<file path="config.mk">
export PLATFORM = sky130hd
export DESIGN_NAME = rrm_bank
export DESIGN_NICKNAME = d
export VERILOG_FILES = /design/src/shared/rrm_pkg.sv /design/src/design/rrm_bank.sv
export SDC_FILE = /design/constraint.sdc
export NUM_CORES = 1
export LEC_CHECK = 0
export ABC_AREA = 1
export BUFFER_PORTS_ARGS = -buffer_cell sky130_fd_sc_hd__buf_2
export CORE_MARGIN = 2
export CORE_UTILIZATION = 55
export DETAILED_ROUTE_END_ITERATION = 10
export GPL_ROUTABILITY_DRIVEN = 0
export PLACE_DENSITY = 0.72
export SLEW_MARGIN = 20
export SYNTH_ARGS = -nofsm -noshare
export SYNTH_HDL_FRONTEND = slang
export SYNTH_SLANG_ARGS = --single-unit
</file>
<file path="constraint.sdc">
create_clock -name CLK -period 3.83 [get_ports CLK]
set_input_delay 1.149 -clock CLK [delete_from_list [all_inputs] [get_ports CLK]]
set_output_delay 1.149 -clock CLK [all_outputs]
set_load 0.05 [all_outputs]
</file>
<file path="src/shared/rrm_pkg.sv">
/*
 Package for the radio register bank: register addresses, reset values,
 control field positions, serial command layout, the control struct and the state enum.
 Assumes one 40 MHz system clock and a four-wire serial port from a master.
*/
package rrm_pkg;
	// Register addresses (six-bit space)
	localparam logic [5:0] A_REV       = 6'h00;
	localparam logic [5:0] A_CTRL      = 6'h03;
	localparam logic [5:0] A_RATE      = 6'h04;
	localparam logic [5:0] A_CFG       = 6'h05;
	localparam logic [5:0] A_SER       = 6'h06;
	localparam logic [5:0] A_RXIE      = 6'h07;
	localparam logic [5:0] A_RXIS      = 6'h08;
	localparam logic [5:0] A_RXDA      = 6'h09;
	localparam logic [5:0] A_RXVA      = 6'h0a;
	localparam logic [5:0] A_RXDB      = 6'h0b;
	localparam logic [5:0] A_RXVB      = 6'h0c;
	localparam logic [5:0] A_TXIE      = 6'h0d;
	localparam logic [5:0] A_TXIS      = 6'h0e;
	localparam logic [5:0] A_TXD       = 6'h0f;
	localparam logic [5:0] A_TXV       = 6'h10;
	localparam logic [5:0] A_CODE_LO   = 6'h11;
	localparam logic [5:0] A_CODE_HI   = 6'h18;
	localparam logic [5:0] A_THL       = 6'h19;
	localparam logic [5:0] A_THH       = 6'h1a;
	localparam logic [5:0] A_WAKE_EN   = 6'h1c;
	localparam logic [5:0] A_WAKE_ST   = 6'h1d;
	localparam logic [5:0] A_ANA       = 6'h20;
	localparam logic [5:0] A_CHAN      = 6'h21;
	localparam logic [5:0] A_RSSI      = 6'h22;
	localparam logic [5:0] A_PA        = 6'h23;
	localparam logic [5:0] A_XTAL      = 6'h24;
	localparam logic [5:0] A_VCO       = 6'h26;
	localparam logic [5:0] A_PWR       = 6'h2e;
	localparam logic [5:0] A_CD        = 6'h2f;
	localparam logic [5:0] A_CLKM      = 6'h32;
	localparam logic [5:0] A_CLKE      = 6'h33;
	localparam logic [5:0] A_SYN       = 6'h38;
	localparam logic [5:0] A_FID_LO    = 6'h3c;
	localparam logic [5:0] A_FID_HI    = 6'h3f;
	// Reset values
	localparam logic [7:0]  R_ZERO     = 8'h00;
	localparam logic [7:0]  R_CFG      = 8'h01;
	localparam logic [7:0]  R_SER      = 8'h03;
	localparam logic [7:0]  R_THL      = 8'h08;
	localparam logic [7:0]  R_THH      = 8'h38;
	localparam logic [7:0]  R_WAKE_ST  = 8'h01;
	localparam logic [7:0]  R_ANA      = 8'h04;
	localparam logic [7:0]  R_SYN      = 8'h64;
	localparam logic [63:0] R_CODE     = 64'h1e8b6a3de0e9b222;
	// Control register field positions
	localparam int C_RX   = 7;
	localparam int C_TX   = 6;
	localparam int C_HALF = 5;
	localparam int C_BYP  = 4;
	localparam int C_MAN  = 3;
	localparam int C_AMP  = 2;
	localparam logic [7:0] CTRL_MASK = 8'hfc;
	// Command byte fields
	localparam int K_WRITE = 7;
	localparam int K_INC   = 6;
	// Wake status pending bit
	localparam int W_PEND = 0;

	// Control outputs carried together
	typedef struct packed {
		logic rx_on;
		logic tx_on;
		logic code_half_select;
		logic lock_bypass;
		logic amp_manual_mode;
		logic amp_on;
	} rrm_ctrl_t;

	// Serial engine states, Gray along the usual path
	typedef enum logic [1:0] {
		S_IDLE = 2'b00,
		S_CMD  = 2'b01,
		S_DATA = 2'b11
	} rrm_state_t;
endpackage

</file>
<file path="src/design/rrm_bank.sv">
/*
 Register bank reached through a four-wire serial slave port (mode 0:
 sample on rising clock, shift on falling). Holds the full map, the
 control register decode and the wake pending flag.
 Assumes the serial clock is well below CLK/4 so edges are seen after
 a two-flop synchroniser; the radio datapath drives the status inputs.
*/
module rrm_bank #(
	parameter bit         HAS_RX   = 1'b1,  // Zero for the transmit-only build
	parameter logic [3:0] DIE_REV  = 4'h0,  // Silicon revision count
	parameter logic [3:0] PART     = 4'h5,  // Arbitrary part code value
	parameter logic [31:0] FACT_ID = 32'h0000_0000 // Arbitrary identity value
) (
	input  wire logic                CLK,         // System clock, 40 MHz
	input  wire logic                RESET_N,     // Async reset, active low
	input  wire logic                SCK,         // Serial clock pin
	input  wire logic                SS_N,        // Slave select pin, active low
	input  wire logic                MOSI,        // Serial data in
	output logic                     MISO,        // Serial data out
	output logic                     MISO_OE,     // High while driving MISO
	input  wire logic [7:0]          RX_IRQ_ST,   // Receive event status
	input  wire logic [7:0]          RX_DATA_A,   // Receive byte A
	input  wire logic [7:0]          RX_VALID_A,  // Receive valid A
	input  wire logic [7:0]          RX_DATA_B,   // Receive byte B
	input  wire logic [7:0]          RX_VALID_B,  // Receive valid B
	input  wire logic [7:0]          TX_IRQ_ST,   // Transmit event status
	input  wire logic [7:0]          STRENGTH,    // Signal strength value
	input  wire logic                WAKE_EVENT,  // Oscillator-ready pulse
	output rrm_pkg::rrm_ctrl_t       CTRL,        // Decoded control bits
	output logic [63:0]              CODE         // Spreading code
);
	import rrm_pkg::*;

	logic [7:0] regs [0:63];
	logic [2:0] sck_s;
	logic [1:0] ss_s;
	logic [1:0] mosi_s;
	rrm_state_t state;
	logic [2:0] bit_cnt;
	logic [7:0] shift_in, shift_out;
	logic [5:0] addr;
	logic       wr_mode, inc_mode;
	logic       wake_pend;
	logic       byte_done, rd_strobe;
	logic [7:0] next_byte;
	logic [5:0] ld_addr;

	// True for addresses that hold storage software may write
	function automatic logic writable(input logic [5:0] a);
		logic rx_only;
		rx_only = (a == A_RXIE) || (a == A_THL) || (a == A_THH);
		if (rx_only)
			return HAS_RX;
		case (a)
			A_CTRL, A_RATE, A_CFG, A_SER, A_TXIE, A_TXD, A_TXV,
			A_WAKE_EN, A_ANA, A_CHAN, A_PA, A_XTAL, A_VCO, A_PWR,
			A_CD, A_CLKM, A_CLKE, A_SYN: return 1'b1;
			default: return (a >= A_CODE_LO) && (a <= A_CODE_HI);
		endcase
	endfunction

	// Read data for an address; unmapped reads as zero
	function automatic logic [7:0] rd_data(input logic [5:0] a);
		logic [7:0] v;
		v = R_ZERO;
		if (writable(a))
			v = regs[a];
		case (a)
			A_REV:     v = {DIE_REV, PART};
			A_RXIS:    v = HAS_RX ? RX_IRQ_ST : R_ZERO;
			A_RXDA:    v = HAS_RX ? RX_DATA_A : R_ZERO;
			A_RXVA:    v = HAS_RX ? RX_VALID_A : R_ZERO;
			A_RXDB:    v = HAS_RX ? RX_DATA_B : R_ZERO;
			A_RXVB:    v = HAS_RX ? RX_VALID_B : R_ZERO;
			A_TXIS:    v = TX_IRQ_ST;
			A_RSSI:    v = HAS_RX ? STRENGTH : R_ZERO;
			A_WAKE_ST: v = {7'h00, wake_pend};
			default: begin
				if (a >= A_FID_LO)
					v = FACT_ID[8*(a - A_FID_LO) +: 8];
			end
		endcase
		return v;
	endfunction

	// Two-flop synchronisers plus a third stage for edge finding
	always_ff @(posedge CLK or negedge RESET_N) begin
		if (!RESET_N) begin
			sck_s  <= 3'h0;
			ss_s   <= 2'h3;
			mosi_s <= 2'h0;
		end else begin
			sck_s  <= {sck_s[1:0], SCK};
			ss_s   <= {ss_s[0], SS_N};
			mosi_s <= {mosi_s[0], MOSI};
		end
	end

	wire sck_rise = sck_s[1] & ~sck_s[2];
	wire sck_fall = ~sck_s[1] & sck_s[2];
	wire sel      = ~ss_s[1];

	assign next_byte = {shift_in[6:0], mosi_s[1]};
	assign byte_done = sel && sck_rise && (bit_cnt == 3'h7);

	// Serial engine: command byte then data bytes
	always_ff @(posedge CLK or negedge RESET_N) begin
		if (!RESET_N) begin
			state    <= S_IDLE;
			bit_cnt  <= 3'h0;
			shift_in <= 8'h00;
			addr     <= 6'h00;
			wr_mode  <= 1'b0;
			inc_mode <= 1'b0;
		end else if (!sel) begin
			state   <= S_IDLE;
			bit_cnt <= 3'h0;
		end else begin
			if (state == S_IDLE)
				state <= S_CMD;
			if (sck_rise) begin
				shift_in <= next_byte;
				bit_cnt  <= bit_cnt + 3'h1;
			end
			if (byte_done) begin
				unique case (state)
					S_IDLE, S_CMD: begin
						wr_mode  <= next_byte[K_WRITE];
						inc_mode <= next_byte[K_INC];
						addr     <= next_byte[5:0];
						state    <= S_DATA;
					end
					S_DATA: begin
						if (inc_mode)
							addr <= addr + 6'h01;
					end
				endcase
			end
		end
	end

	// A read of a data byte completes when its last bit is sampled
	assign rd_strobe = byte_done && (state == S_DATA) && !wr_mode;

	// Address loaded next: burst step, repeat, or the command's own address
	assign ld_addr = (state == S_DATA) ? (inc_mode ? addr + 6'h01 : addr) : next_byte[5:0];

	// Storage writes; read-only and unmapped addresses ignore them
	always_ff @(posedge CLK or negedge RESET_N) begin
		if (!RESET_N) begin
			for (int i = 0; i < 64; i++)
				regs[i] <= R_ZERO;
			regs[A_CFG] <= R_CFG;
			regs[A_SER] <= R_SER;
			regs[A_THL] <= R_THL;
			regs[A_THH] <= R_THH;
			regs[A_ANA] <= R_ANA;
			regs[A_SYN] <= R_SYN;
			for (int i = 0; i < 8; i++)
				regs[A_CODE_LO + i] <= R_CODE[8*i +: 8];
		end else if (byte_done && state == S_DATA && wr_mode && writable(addr)) begin
			if (addr == A_CTRL)
				regs[addr] <= next_byte & CTRL_MASK;
			else
				regs[addr] <= next_byte;
		end
	end

	// Wake pending: set wins over the read clear
	always_ff @(posedge CLK or negedge RESET_N) begin
		if (!RESET_N)
			wake_pend <= 1'b1;
		else if (WAKE_EVENT)
			wake_pend <= 1'b1;
		else if (rd_strobe && addr == A_WAKE_ST)
			wake_pend <= 1'b0;
	end

	// Output shifter: load at a byte boundary, shift on falling edges
	always_ff @(posedge CLK or negedge RESET_N) begin
		if (!RESET_N) begin
			shift_out <= 8'h00;
			MISO      <= 1'b0;
			MISO_OE   <= 1'b0;
		end else begin
			MISO_OE <= sel;
			if (!sel) begin
				MISO <= 1'b0;
			end else if (byte_done) begin
				// Loaded half a serial clock early so the MSB is ready at the next fall
				shift_out <= rd_data(ld_addr);
			end else if (sck_fall && bit_cnt == 3'h0) begin
				MISO      <= shift_out[7];
				shift_out <= {shift_out[6:0], 1'b0};
			end else if (sck_fall) begin
				MISO      <= shift_out[7];
				shift_out <= {shift_out[6:0], 1'b0};
			end
		end
	end

	// Control and code outputs come from registered storage
	always_ff @(posedge CLK or negedge RESET_N) begin
		if (!RESET_N) begin
			CTRL <= '0;
			CODE <= R_CODE;
		end else begin
			CTRL.rx_on            <= HAS_RX & regs[A_CTRL][C_RX];
			CTRL.tx_on            <= regs[A_CTRL][C_TX];
			CTRL.code_half_select <= regs[A_CTRL][C_HALF];
			CTRL.lock_bypass      <= regs[A_CTRL][C_BYP];
			CTRL.amp_manual_mode  <= regs[A_CTRL][C_MAN];
			CTRL.amp_on           <= regs[A_CTRL][C_AMP];
			for (int i = 0; i < 8; i++)
				CODE[8*i +: 8] <= regs[A_CODE_LO + i];
		end
	end

	// Checks
	property p_wake_clear;
		@(posedge CLK) disable iff (!RESET_N)
		(rd_strobe && addr == A_WAKE_ST && !WAKE_EVENT) |=> !wake_pend;
	endproperty
	a_wake_clear: assert property (p_wake_clear) else $error("wake not cleared");

	property p_wake_set;
		@(posedge CLK) disable iff (!RESET_N) WAKE_EVENT |=> wake_pend;
	endproperty
	a_wake_set: assert property (p_wake_set) else $error("wake event lost");

	property p_rx_mode;
		@(posedge CLK) disable iff (!RESET_N)
		(regs[A_CTRL][C_RX] && HAS_RX) |=> CTRL.rx_on;
	endproperty
	a_rx_mode: assert property (p_rx_mode) else $error("rx mode not entered");

	property p_tx_mode;
		@(posedge CLK) disable iff (!RESET_N)
		$fell(regs[A_CTRL][C_TX]) |=> !CTRL.tx_on;
	endproperty
	a_tx_mode: assert property (p_tx_mode) else $error("tx mode not left");

	property p_ctrl_rsvd;
		@(posedge CLK) disable iff (!RESET_N) regs[A_CTRL][1:0] == 2'h0;
	endproperty
	a_ctrl_rsvd: assert property (p_ctrl_rsvd) else $error("reserved bits set");

	property p_rev_ro;
		@(posedge CLK) disable iff (!RESET_N)
		(byte_done && ld_addr == A_REV) |=> shift_out == {DIE_REV, PART};
	endproperty
	a_rev_ro: assert property (p_rev_ro) else $error("revision changed");

	property p_unmapped;
		@(posedge CLK) disable iff (!RESET_N)
		(byte_done && ld_addr == 6'h01) |=> shift_out == R_ZERO;
	endproperty
	a_unmapped: assert property (p_unmapped) else $error("unmapped not zero");

	property p_code_order;
		@(posedge CLK) disable iff (!RESET_N)
		##1 CODE[7:0] == $past(regs[A_CODE_LO]);
	endproperty
	a_code_order: assert property (p_code_order) else $error("code byte order");

	// Identity bytes leave low byte first
	property p_fid_low;
		@(posedge CLK) disable iff (!RESET_N)
		(byte_done && ld_addr == A_FID_LO) |=> shift_out == FACT_ID[7:0];
	endproperty
	a_fid_low: assert property (p_fid_low) else $error("identity low byte");

	// Output enable follows the synchronised select
	property p_oe_sel;
		@(posedge CLK) disable iff (!RESET_N)
		sel |=> MISO_OE;
	endproperty
	a_oe_sel: assert property (p_oe_sel) else $error("output not enabled");

	property p_idle_quiet;
		@(posedge CLK) disable iff (!RESET_N)
		!sel |=> (!MISO_OE && !MISO);
	endproperty
	a_idle_quiet: assert property (p_idle_quiet) else $error("output not idle");

	// A cut frame drops its partial byte
	property p_bit_clear;
		@(posedge CLK) disable iff (!RESET_N)
		!sel |=> bit_cnt == 3'h0;
	endproperty
	a_bit_clear: assert property (p_bit_clear) else $error("partial byte kept");

	// Command byte decode into direction, increment and address
	property p_cmd_latch;
		@(posedge CLK) disable iff (!RESET_N)
		(byte_done && state != S_DATA) |=> {wr_mode, inc_mode, addr} == $past(next_byte);
	endproperty
	a_cmd_latch: assert property (p_cmd_latch) else $error("command decode");

	property p_burst_step;
		@(posedge CLK) disable iff (!RESET_N)
		(byte_done && state == S_DATA && inc_mode) |=> addr == $past(addr) + 6'h01;
	endproperty
	a_burst_step: assert property (p_burst_step) else $error("burst step");

	// Writes cannot touch the wake flag; only events and reads do
	property p_wake_hold;
		@(posedge CLK) disable iff (!RESET_N)
		(!WAKE_EVENT && !(rd_strobe && addr == A_WAKE_ST)) |=> $stable(wake_pend);
	endproperty
	a_wake_hold: assert property (p_wake_hold) else $error("wake flag changed");

	property p_ctrl_write;
		@(posedge CLK) disable iff (!RESET_N)
		(byte_done && state == S_DATA && wr_mode && addr == A_CTRL)
		|=> regs[A_CTRL] == ($past(next_byte) & CTRL_MASK);
	endproperty
	a_ctrl_write: assert property (p_ctrl_write) else $error("control write");

	// Transmit-only build never enters receive mode
	property p_rx_absent;
		@(posedge CLK) disable iff (!RESET_N)
		(HAS_RX == 1'b0) |-> !CTRL.rx_on;
	endproperty
	a_rx_absent: assert property (p_rx_absent) else $error("rx mode in tx build");
endmodule

</file>
* Yosys cells after proc, flatten, opt, wreduce, memory -nomap -nowiden
Index checks and enable logic that the tools add are counted.
Word-level totals: register bits 620, output and inout bits 72, word-level logic and storage cells 230
Operators by class: add/subtract/negate cells 3, magnitude comparators 8, equal/unequal tests 55, shifts and indexed selects 1, multiplexer cells 41, bitwise logic cells 7, reduce and logical (&&, ||, !) cells 31
Operators with widths (number):
- 512-bit bitwise mux | 2
- 512-bit two-way mux | 1
- 6-bit == test (second input constant) | 21
- 8-bit one-hot mux with 9 select lines | 1
- 8-bit two-way mux | 8
- 6-bit by 4-bit == test with 1-bit output (second input constant) | 10
- 6-bit by 5-bit == test with 1-bit output (second input constant) | 10
- 8-bit binary-select mux with 6-bit select | 1
- 8-bit demux with 6-bit select | 1
- 6-bit by 3-bit == test with 1-bit output (second input constant) | 8
- 18-bit OR reduction | 2
- 32-bit by 33-bit variable part select with 8-bit output (first input constant) | 1
- 1-bit two-way mux | 18
- 7-bit >= comparator (second input constant) | 2
- 6-bit inverter with 7-bit output | 2
- 6-bit by 2-bit == test with 1-bit output (second input constant) | 2
- 6-bit by 5-bit >= comparator with 1-bit output (second input constant) | 2
- 6-bit by 5-bit <= comparator with 1-bit output (second input constant) | 2
- 6-bit two-way mux | 2
- 6-bit one-hot mux with 2 select lines | 1
- 1-bit logical AND | 11
- 2-bit two-way mux | 4
- 2-bit AND reduction | 4
- 7-bit by 1-bit < comparator with 1-bit output (second input constant) | 1
- other kinds (20) | 29

* Logic depth before layout (Yosys ltp)
Gate-level depths: netlist of the first run.
word-level depth 16, mapped depth 21, gate-level depth less buffers 20

* Worst setup path before layout of the first run
No wires, ideal clock.
path type flip-flop to flip-flop, start point register addr[0], end point register shift_out[2], setup time 117 ps, data arrival time 2215 ps, data required time 3713 ps, path slack 1499 ps, cell stages (with the launch flop) 20, cell sequence dfrtp_1 > inv_2 > ha_1 > nand2_1 > nand2_1 > nand2_1 > nand2_1 > buf_2 > buf_1 > nand2_1 > nand2_1 > nand2_1 > nand2_1 > nor2_1 > nor2_1 > nor2_1 > nand3_1 > nand3_1 > nand2_1 > nand2_1
On the way: cells in the longest elaborated chain, start to end 16, elaborated cells between the ends (all ways) 57, those cells by class add/sub (2); order compare (3); eq/ne (29); shift (1); mux (16); bitwise (1); reduce/logical (5)
Ends and longest elaborated chain:
- from (decl) | RTL line rrm_bank.sv:41 | logic [5:0] addr;
- from (signal assigned) | RTL line rrm_bank.sv:130 | addr <= next_byte[5:0];
- from (signal assigned) | RTL line rrm_bank.sv:135 | addr <= addr + 6'h01;
- 6-bit by 1-bit adder with 6-bit output | RTL line rrm_bank.sv:146 | assign ld_addr = (state == S_DATA) ? (inc_mode ? addr + 6'h01 : addr) : next_byte[5:0];
- 6-bit two-way mux *
- 6-bit two-way mux * | RTL line rrm_bank.sv:146
- parallel branches: the longest is 11 deep, another holds 6-bit by 6-bit subtractor with 7-bit output
- 8-bit one-hot mux with 9 select lines * | RTL line rrm_bank.sv:68 | case (a)
- 8-bit two-way mux * | RTL line rrm_bank.sv:189 | end else if (byte_done) begin
- to (signal assigned) | RTL line rrm_bank.sv:191 | shift_out <= rd_data(ld_addr);
- to (signal assigned) | RTL line rrm_bank.sv:194 | shift_out <= {shift_out[6:0], 1'b0};
- to (signal assigned) | RTL line rrm_bank.sv:197 | shift_out <= {shift_out[6:0], 1'b0};
- to (decl) | RTL line rrm_bank.sv:40 | logic [7:0] shift_in, shift_out;
Every way passes the cells marked *. The select of a mux whose other input is x is not followed. A chain may end at the register's enable or synchronous reset.

==> results of run 1 <==
-- metal layers --
metal | vias up | share of wire | global-route usage
met5 | - | 0 | 0
li1 | 11590 | - | -
met4 | 0 | 0.042 | 0.1341
met3 | 216 | 0.085 | 0.05005
met2 | 1028 | 0.45 | 0.4611
met1 | 11440 | 0.42 | 0.4310
-- worst max-delay path by stage --
stage / slack, ns / to / depth (start not counted) / startpoint
detailed placement: 0.56 / register / 9 / addr[0]
global route: 0.20 / shift_out[0] / 21 / addr[1]
floorplan: 1.50 / shift_out[2] / 19 / addr[0]
CTS: 0.53 / register / 9 / addr[0]
finish: 0.48 / register / 9 / addr[1]
global placement: 0.62 / register / 9 / addr[0]
-- cell usage after synthesis --
master / number
o21ai_4: 1
nand3b_1: 19
nand2_2: 14
buf_2: 114
inv_2: 9
buf_4: 12
dfstp_2: 76
nor3_1: 2
inv_1: 302
o21ai_0: 403
buf_1: 15
o21ai_2: 2
nand4_1: 4
o41ai_1: 1
a21boi_0: 1
a211oi_2: 1
clkbuf_1: 180
a2111oi_2: 1
ha_1: 7
nand3_1: 132
dfrtp_1: 540
nor2_8: 1
a22o_1: 2
xor2_1: 1
nor2_2: 8
nor2_4: 6
a21boi_1: 1
o21ai_1: 85
a21oi_1: 12
nand2_1: 1549
clkinv_1: 2
or2_2: 3
nor3_4: 1
nand3_4: 20
nor2_1: 289
o21bai_1: 1
or2_1: 6
a211oi_1: 1
nand2_4: 1
buf_6: 6
nand3_2: 1
-- cells by family after synthesis --
| group | count (synthesis) |
|---|---|
| simple gates | 2056 |
| xor+xnor | 1 |
| fa+ha+maj | 7 |
| flops | 616 |
| compound gates | 512 |
| buf+inv | 640 |
-- through the flow --
stage	power (mW)	hold slack (ns)	instances	worst slack, ns
global route	16.04	0.3615	4502	0.2041
detailed placement	8.965	0.3577	4379	0.5568
finish	15.52	0.3599	4502	0.4804
CTS	15.53	0.3610	4502	0.5329
global placement	8.961	0.3565	4379	0.6243
floorplan	7.994	0.3312	3832	1.499
-- final cells by class --
cell class	count	share of cell area
clock inverter	20	0.005897
clock buffer	103	0.06343
multi-input combinational	2576	0.3466
tap	688	0.02669
timing repair buffer	186	0.03988
sequential	616	0.4810
inverter	313	0.03647
-- power groups by stage --
stage / logic (mW) / registers (mW) / clock network (mW)
2_1_floorplan: 1.31 / 6.69 / 0
3_3_place_gp: 2.27 / 6.69 / 0
3_5_place_dp: 2.27 / 6.69 / 0
4_1_cts: 2.29 / 6.58 / 6.67
5_1_grt: 2.53 / 6.58 / 6.93
6_report: 2.35 / 6.58 / 6.59
-- placed cells by master (no fill, tap or decap), types with 3 or more instances in the layout --
cell / count
nor2_4: 6
or2_1: 6
inv_2: 12
o21ai_1: 85
buf_12: 17
buf_2: 132
clkinv_2: 13
or2_2: 3
dfstp_2: 76
clkbuf_1: 16
inv_1: 296
clkinv_1: 4
nand3b_1: 19
nand2_2: 13
nand2_4: 3
a21oi_1: 11
nor2_2: 8
nand3_4: 21
ha_1: 7
nand2_1: 1547
nor2_1: 289
clkbuf_8: 17
nand4_1: 4
o21ai_0: 403
clkbuf_16: 70
nand3_1: 131
buf_4: 36
dfrtp_1: 538
==> reports/metrics.cfg, run 1 <==
[logic_synthesis]
synth_top_area_frac = 0.4617
synth_cell_types = 41
syn_inst = 3832
synth_compound_area_frac = 0.08952
synthTopCellsByArea = dfrtp_1 (46%), nand2_1 (20%), o21ai_0 (6.9%), dfstp_2 (6.8%), inv_1 (3.9%)
synth_nets = 3901
synth_mux_area_frac = 0
synth_top_family_by_area = simple AND/OR/NAND/NOR gates
yosysSeqAreaShare = 0.5299
ys_ff_latch = 616
yosysWarnings = 0
avgSynthCellArea_um2 = 7.638
synth_fa_ha_area_frac = 0.002992
synth-simple-area-share = 0.2872
synth_top_area_cell = dfrtp_1
syn_area_um2 = 29270
synthXorXnorAreaFrac = 0.0002992

[floorplanning]
start_util = 0.5570
die_area_um2 = 55080
die_x_um = 234.7
pin_count = 134
core_um2 = 52550
num_rows = 84
die_y_um = 234.7

[critical_path]
r2r_start = addr[1]
startpoint_type = register
worst-path-max-fanout = 31
crit_arrival_ns = 3.79
worstPathCellList = inv_1 -> ha_1 -> nand2_1 -> nand4_1 -> a2111oi_2 -> nand3_4 -> buf_4 -> nand3_1 -> o21ai_0
path_delay_family = simple AND/OR/NAND/NOR gates
required_ns = 4.27
cpMaxStageDelayCell = nand3_4
critical_path_class = register to register
critical-path-max-stage-delay_ns = 0.59
crit_path_end_kind = register
path_buf_inv = 2
r2r_cells = 9
r2r_slack_ns = 0.48

[sta]
final-hold-violation-count = 0
slew_headroom = 0.3488
rsz0062_at_grt = false
tightest_slew_ns = 0.9757
clock_skew_ns = 0.02670
drv_slew = 0
setup_viol = 0
fin_crit_sh = 0.8746
max_freq_mhz = 298.5
period_needed_ns = 3.350
tns_ns = 0

[final_layout]
final_layout_size_suffix_gt1_frac = 0.1177
seqCellArea_um2 = 15510
fin_area_um2 = 32250
multiInputGateArea_um2 = 11180
num-fill-cells = 4694
nets = 3830
fin_util = 0.6137
area_growth_pct = 10.19
antenna-diode-count = 0

[hold_path]
hold_path.class = register to register
holdPathStages = 0
holdPathEnd = CODE[48]
min_from = regs[320]

[routing]
dr.pass1.iters = 6
wl_per_cell_um = 18.36
ant_nets = 0
drcViolationCount = 0
drt_iter0_drc = 2796
vias_per_cell = 5.393
vias = 24280
drt-total-wl_um = 82640

[cts]
clockRootBuffer = clkbuf_16
cts_made_buffers = 68
cts.sinks = 616
holdBufCountCts = 0
cts-htree-levels = 3
post_cts_buffers = 0
worstSkewPairLatency_ns = 0.62
cts_tree = built
path_clk_slew_ns = 0.06
cts_resized = 0
clockBufferDepth = 3

[pwr]
power_frac_seq = 0.424
power_density_nw_per_um2 = 481.1
p_int_mw = 10.93
clkPwrFrac = 0.425
swShare = 0.2956
p_leak_nw = 15.90
combPwrFrac = 0.151
switchingPower_mw = 4.586
irDropWorstVdd_mv = 0.3678

[global_routing]
grt_max_degree = 79
grt_first_pass_wirelength_um = 131700
grtUsageTotal = 0.3032
antenna_found_initial = 0
grt_pass1_vias = 23130
grt_overflow = 0

[run_status]
status = complete, no violations

[placed_design]
post-dp-hpwl_um = 51580
placed_area_um2 = 30010
numPortBuffers = 133

[flow_run]
max-cap-violations = 0

No activity file was read; power rests on OpenSTA's default activity.
==> inputs of run 2 (changes only) <==
--- a/config.mk
+++ b/config.mk
@@ -11,7 +11,7 @@
 export CORE_UTILIZATION = 55
 export DETAILED_ROUTE_END_ITERATION = 10
 export GPL_ROUTABILITY_DRIVEN = 0
-export PLACE_DENSITY = 0.72
+export PLACE_DENSITY = 0.74
 export SLEW_MARGIN = 20
 export SYNTH_ARGS = -nofsm -noshare
 export SYNTH_HDL_FRONTEND = slang
==> constraint.sdc (replaced) <==
create_clock -name CLK -period 2.8 [get_ports CLK]
set_input_delay 0.84 -clock CLK [delete_from_list [all_inputs] [get_ports CLK]]
set_output_delay 0.84 -clock CLK [all_outputs]
set_load 0.05 [all_outputs]
==> reports/metrics.cfg, run 2 (synthesis results as in run 1) <==
[final_layout]
final_cell_mix = nand2_1 (1539), dfrtp_1 (537), o21ai_0 (403)
stdcell_count = 4606
area_growth_pct = 15.34
mostFrequentLayoutCell = nand2_1
nets = 3937
antenna-diode-count = 0
final_layout_size_suffix_gt1_frac = 0.1493
fin_util = 0.6424

[critical_path]
critical_path_class = register to register
cpMaxStageDelayCell = dfrtp_1
crit_path_end_kind = register
crit_top_cell = nand2_1
worstPathCellList = inv_2 -> ha_1 -> nand2_1 -> nand2_2 -> a21boi_4 -> buf_12 -> buf_4 -> nand2_1 -> nand2_1 -> nand2_1 -> nand2_1 -> nor2_1 -> buf_4 -> nor2_1 -> nor2_1 -> nand2_1 -> nand2_1 -> nand2_1 -> nand2_1 -> nand2_1
r2r-end = shift_out[6]
r2r_start = addr[1]
startpoint_type = register
r2r_slack_ns = 0.10
crit_path_end = shift_out[6]
r2r_cells = 20
critical-path-max-stage-delay_ns = 0.43
cp-startpoint = addr[1]
required_ns = 3.36
worst-path-max-fanout = 7
crit_arrival_ns = 3.26

[pwr]
p_int_mw = 15.63
power_frac_seq = 0.410
power_density_nw_per_um2 = 649.8
combPwrFrac = 0.171
swShare = 0.2874
power_mw = 21.94
p_leak_nw = 16.62
switchingPower_mw = 6.304
clkPwrFrac = 0.419
irDropWorstVdd_mv = 0.4830

[cts]
worstSkewPairLatency_ns = 0.62
cts-htree-levels = 3
clockRootBuffer = clkbuf_16
holdBufCountCts = 0
cts_tree = built
clockBufferDepth = 3
cts.sinks = 616
cts_made_buffers = 67
path_clk_slew_ns = 0.06

[run_status]
status = complete, no violations

[routing]
vias = 25040
routed-wl-met2_um = 38720
drt_iter0_drc = 2953
drt-total-wl_um = 86130
vias_per_cell = 5.436
ant_nets = 0
wl_per_cell_um = 18.70
top_layer = met4
dr.pass1.iters = 5
met3_length_um = 7446
wl_met1_um = 35630
drcViolationCount = 0

[hold_path]
hold_path.class = primary input to asynchronous set/reset pin

[global_routing]
grtUsageTotal = 0.3031
grt_pass1_vias = 23780
antenna_found_initial = 0
grt_first_pass_wirelength_um = 132500
grt_max_degree = 91
grt_overflow = 0

[floorplanning]
start_util = 0.5570
die_area_um2 = 55080
num_rows = 84
die_x_um = 234.7
core_um2 = 52550
pin_count = 134
die_y_um = 234.7

[sta]
slew_headroom = 0.4981
drv_slew = 0
period_needed_ns = 2.699
final-hold-violation-count = 0
setup_viol = 0
finalWorstSetupSlack_ns = 0.1006
max_freq_mhz = 370.4
tightest_slew_ns = 0.7528
clock_skew_ns = 0.03501
rsz0062_at_grt = true
fin_crit_sh = 0.9641
holdWs_ns = 0.1396

[flow_run]
max-cap-violations = 0

[placed_design]
dpl_worst_slack_ns = 0.1064
numPortBuffers = 133
placed_cells = 4461
post-dp-hpwl_um = 53110

==> run 2: layout make-up <==
| type | count | area, um^2 |
|---|---|---|
| fill | 4355 | 18790 |
| clock inverter | 22 | 307.8 |
| timing repair buffer | 292 | 2576 |
| tap | 688 | 860.8 |
| sequential | 616 | 15510 |
| multi-input combinational | 2578 | 11330 |
| inverter | 313 | 1181 |
| clock buffer | 97 | 1991 |
==> run 2: how the worst min path moves through the flow <==
stage	endpoint	start	cells after the start	slack, ns
3_5_place_dp	ss_s[1]	ss_s[0]	0	0.35
6_report	asynchronous set/reset pin	RESET_N	1	0.14
3_3_place_gp	sck_s[1]	sck_s[0]	0	0.34
2_1_floorplan	mosi_s[1]	mosi_s[0]	0	0.33
4_1_cts	asynchronous set/reset pin	RESET_N	1	0.14
5_1_grt	asynchronous set/reset pin	RESET_N	1	0.15
==> run 2: critical path, delay by kind of cell, from the launching register on <==
family / cells / cell delay, ns
AOI/OAI and AO/OA: 1 / 0.33
adders and majority gates: 1 / 0.27
buffers and inverters: 4 / 0.56
DFF: 1 / 0.43
and+or+nand+nor: 14 / 1.06
==> run 2: power by group through the flow <==
stage	sequential, mW	clock (mW)	combinational [mW]
floorplan	9.15	0	1.79
global placement	9.15	0	3.37
detailed placement	9.15	0	3.37
CTS	8.99	9.30	3.40
global route	8.99	9.68	3.98
finish	8.99	9.20	3.75
==> run 2: stage by stage <==
stage,TNS [ns],area [um^2]
floorplan,0,29270
detailed placement,0,30890
CTS,0,33190
global placement,0,30890
global route,-0.1229,33760
finish,0,33760
==> run 2: layer usage <==
metal / vias up / GRT usage
met2: 1157 / 0.4654
li1: 11820 / -
met4: 0 / 0.1492
met3: 249 / 0.05075
met5: - / 0
met1: 11810 / 0.4200
==> run 2: what timing repair did <==
| item | 4_1_cts | 5_1_grt |
|---|---|---|
| endpoints found under the setup margin | 0 | 23 |
| buffers inserted | 0 | 15 |
| resized for setup | 0 | 52 |
| endpoints found under the hold margin | 0 | 0 |
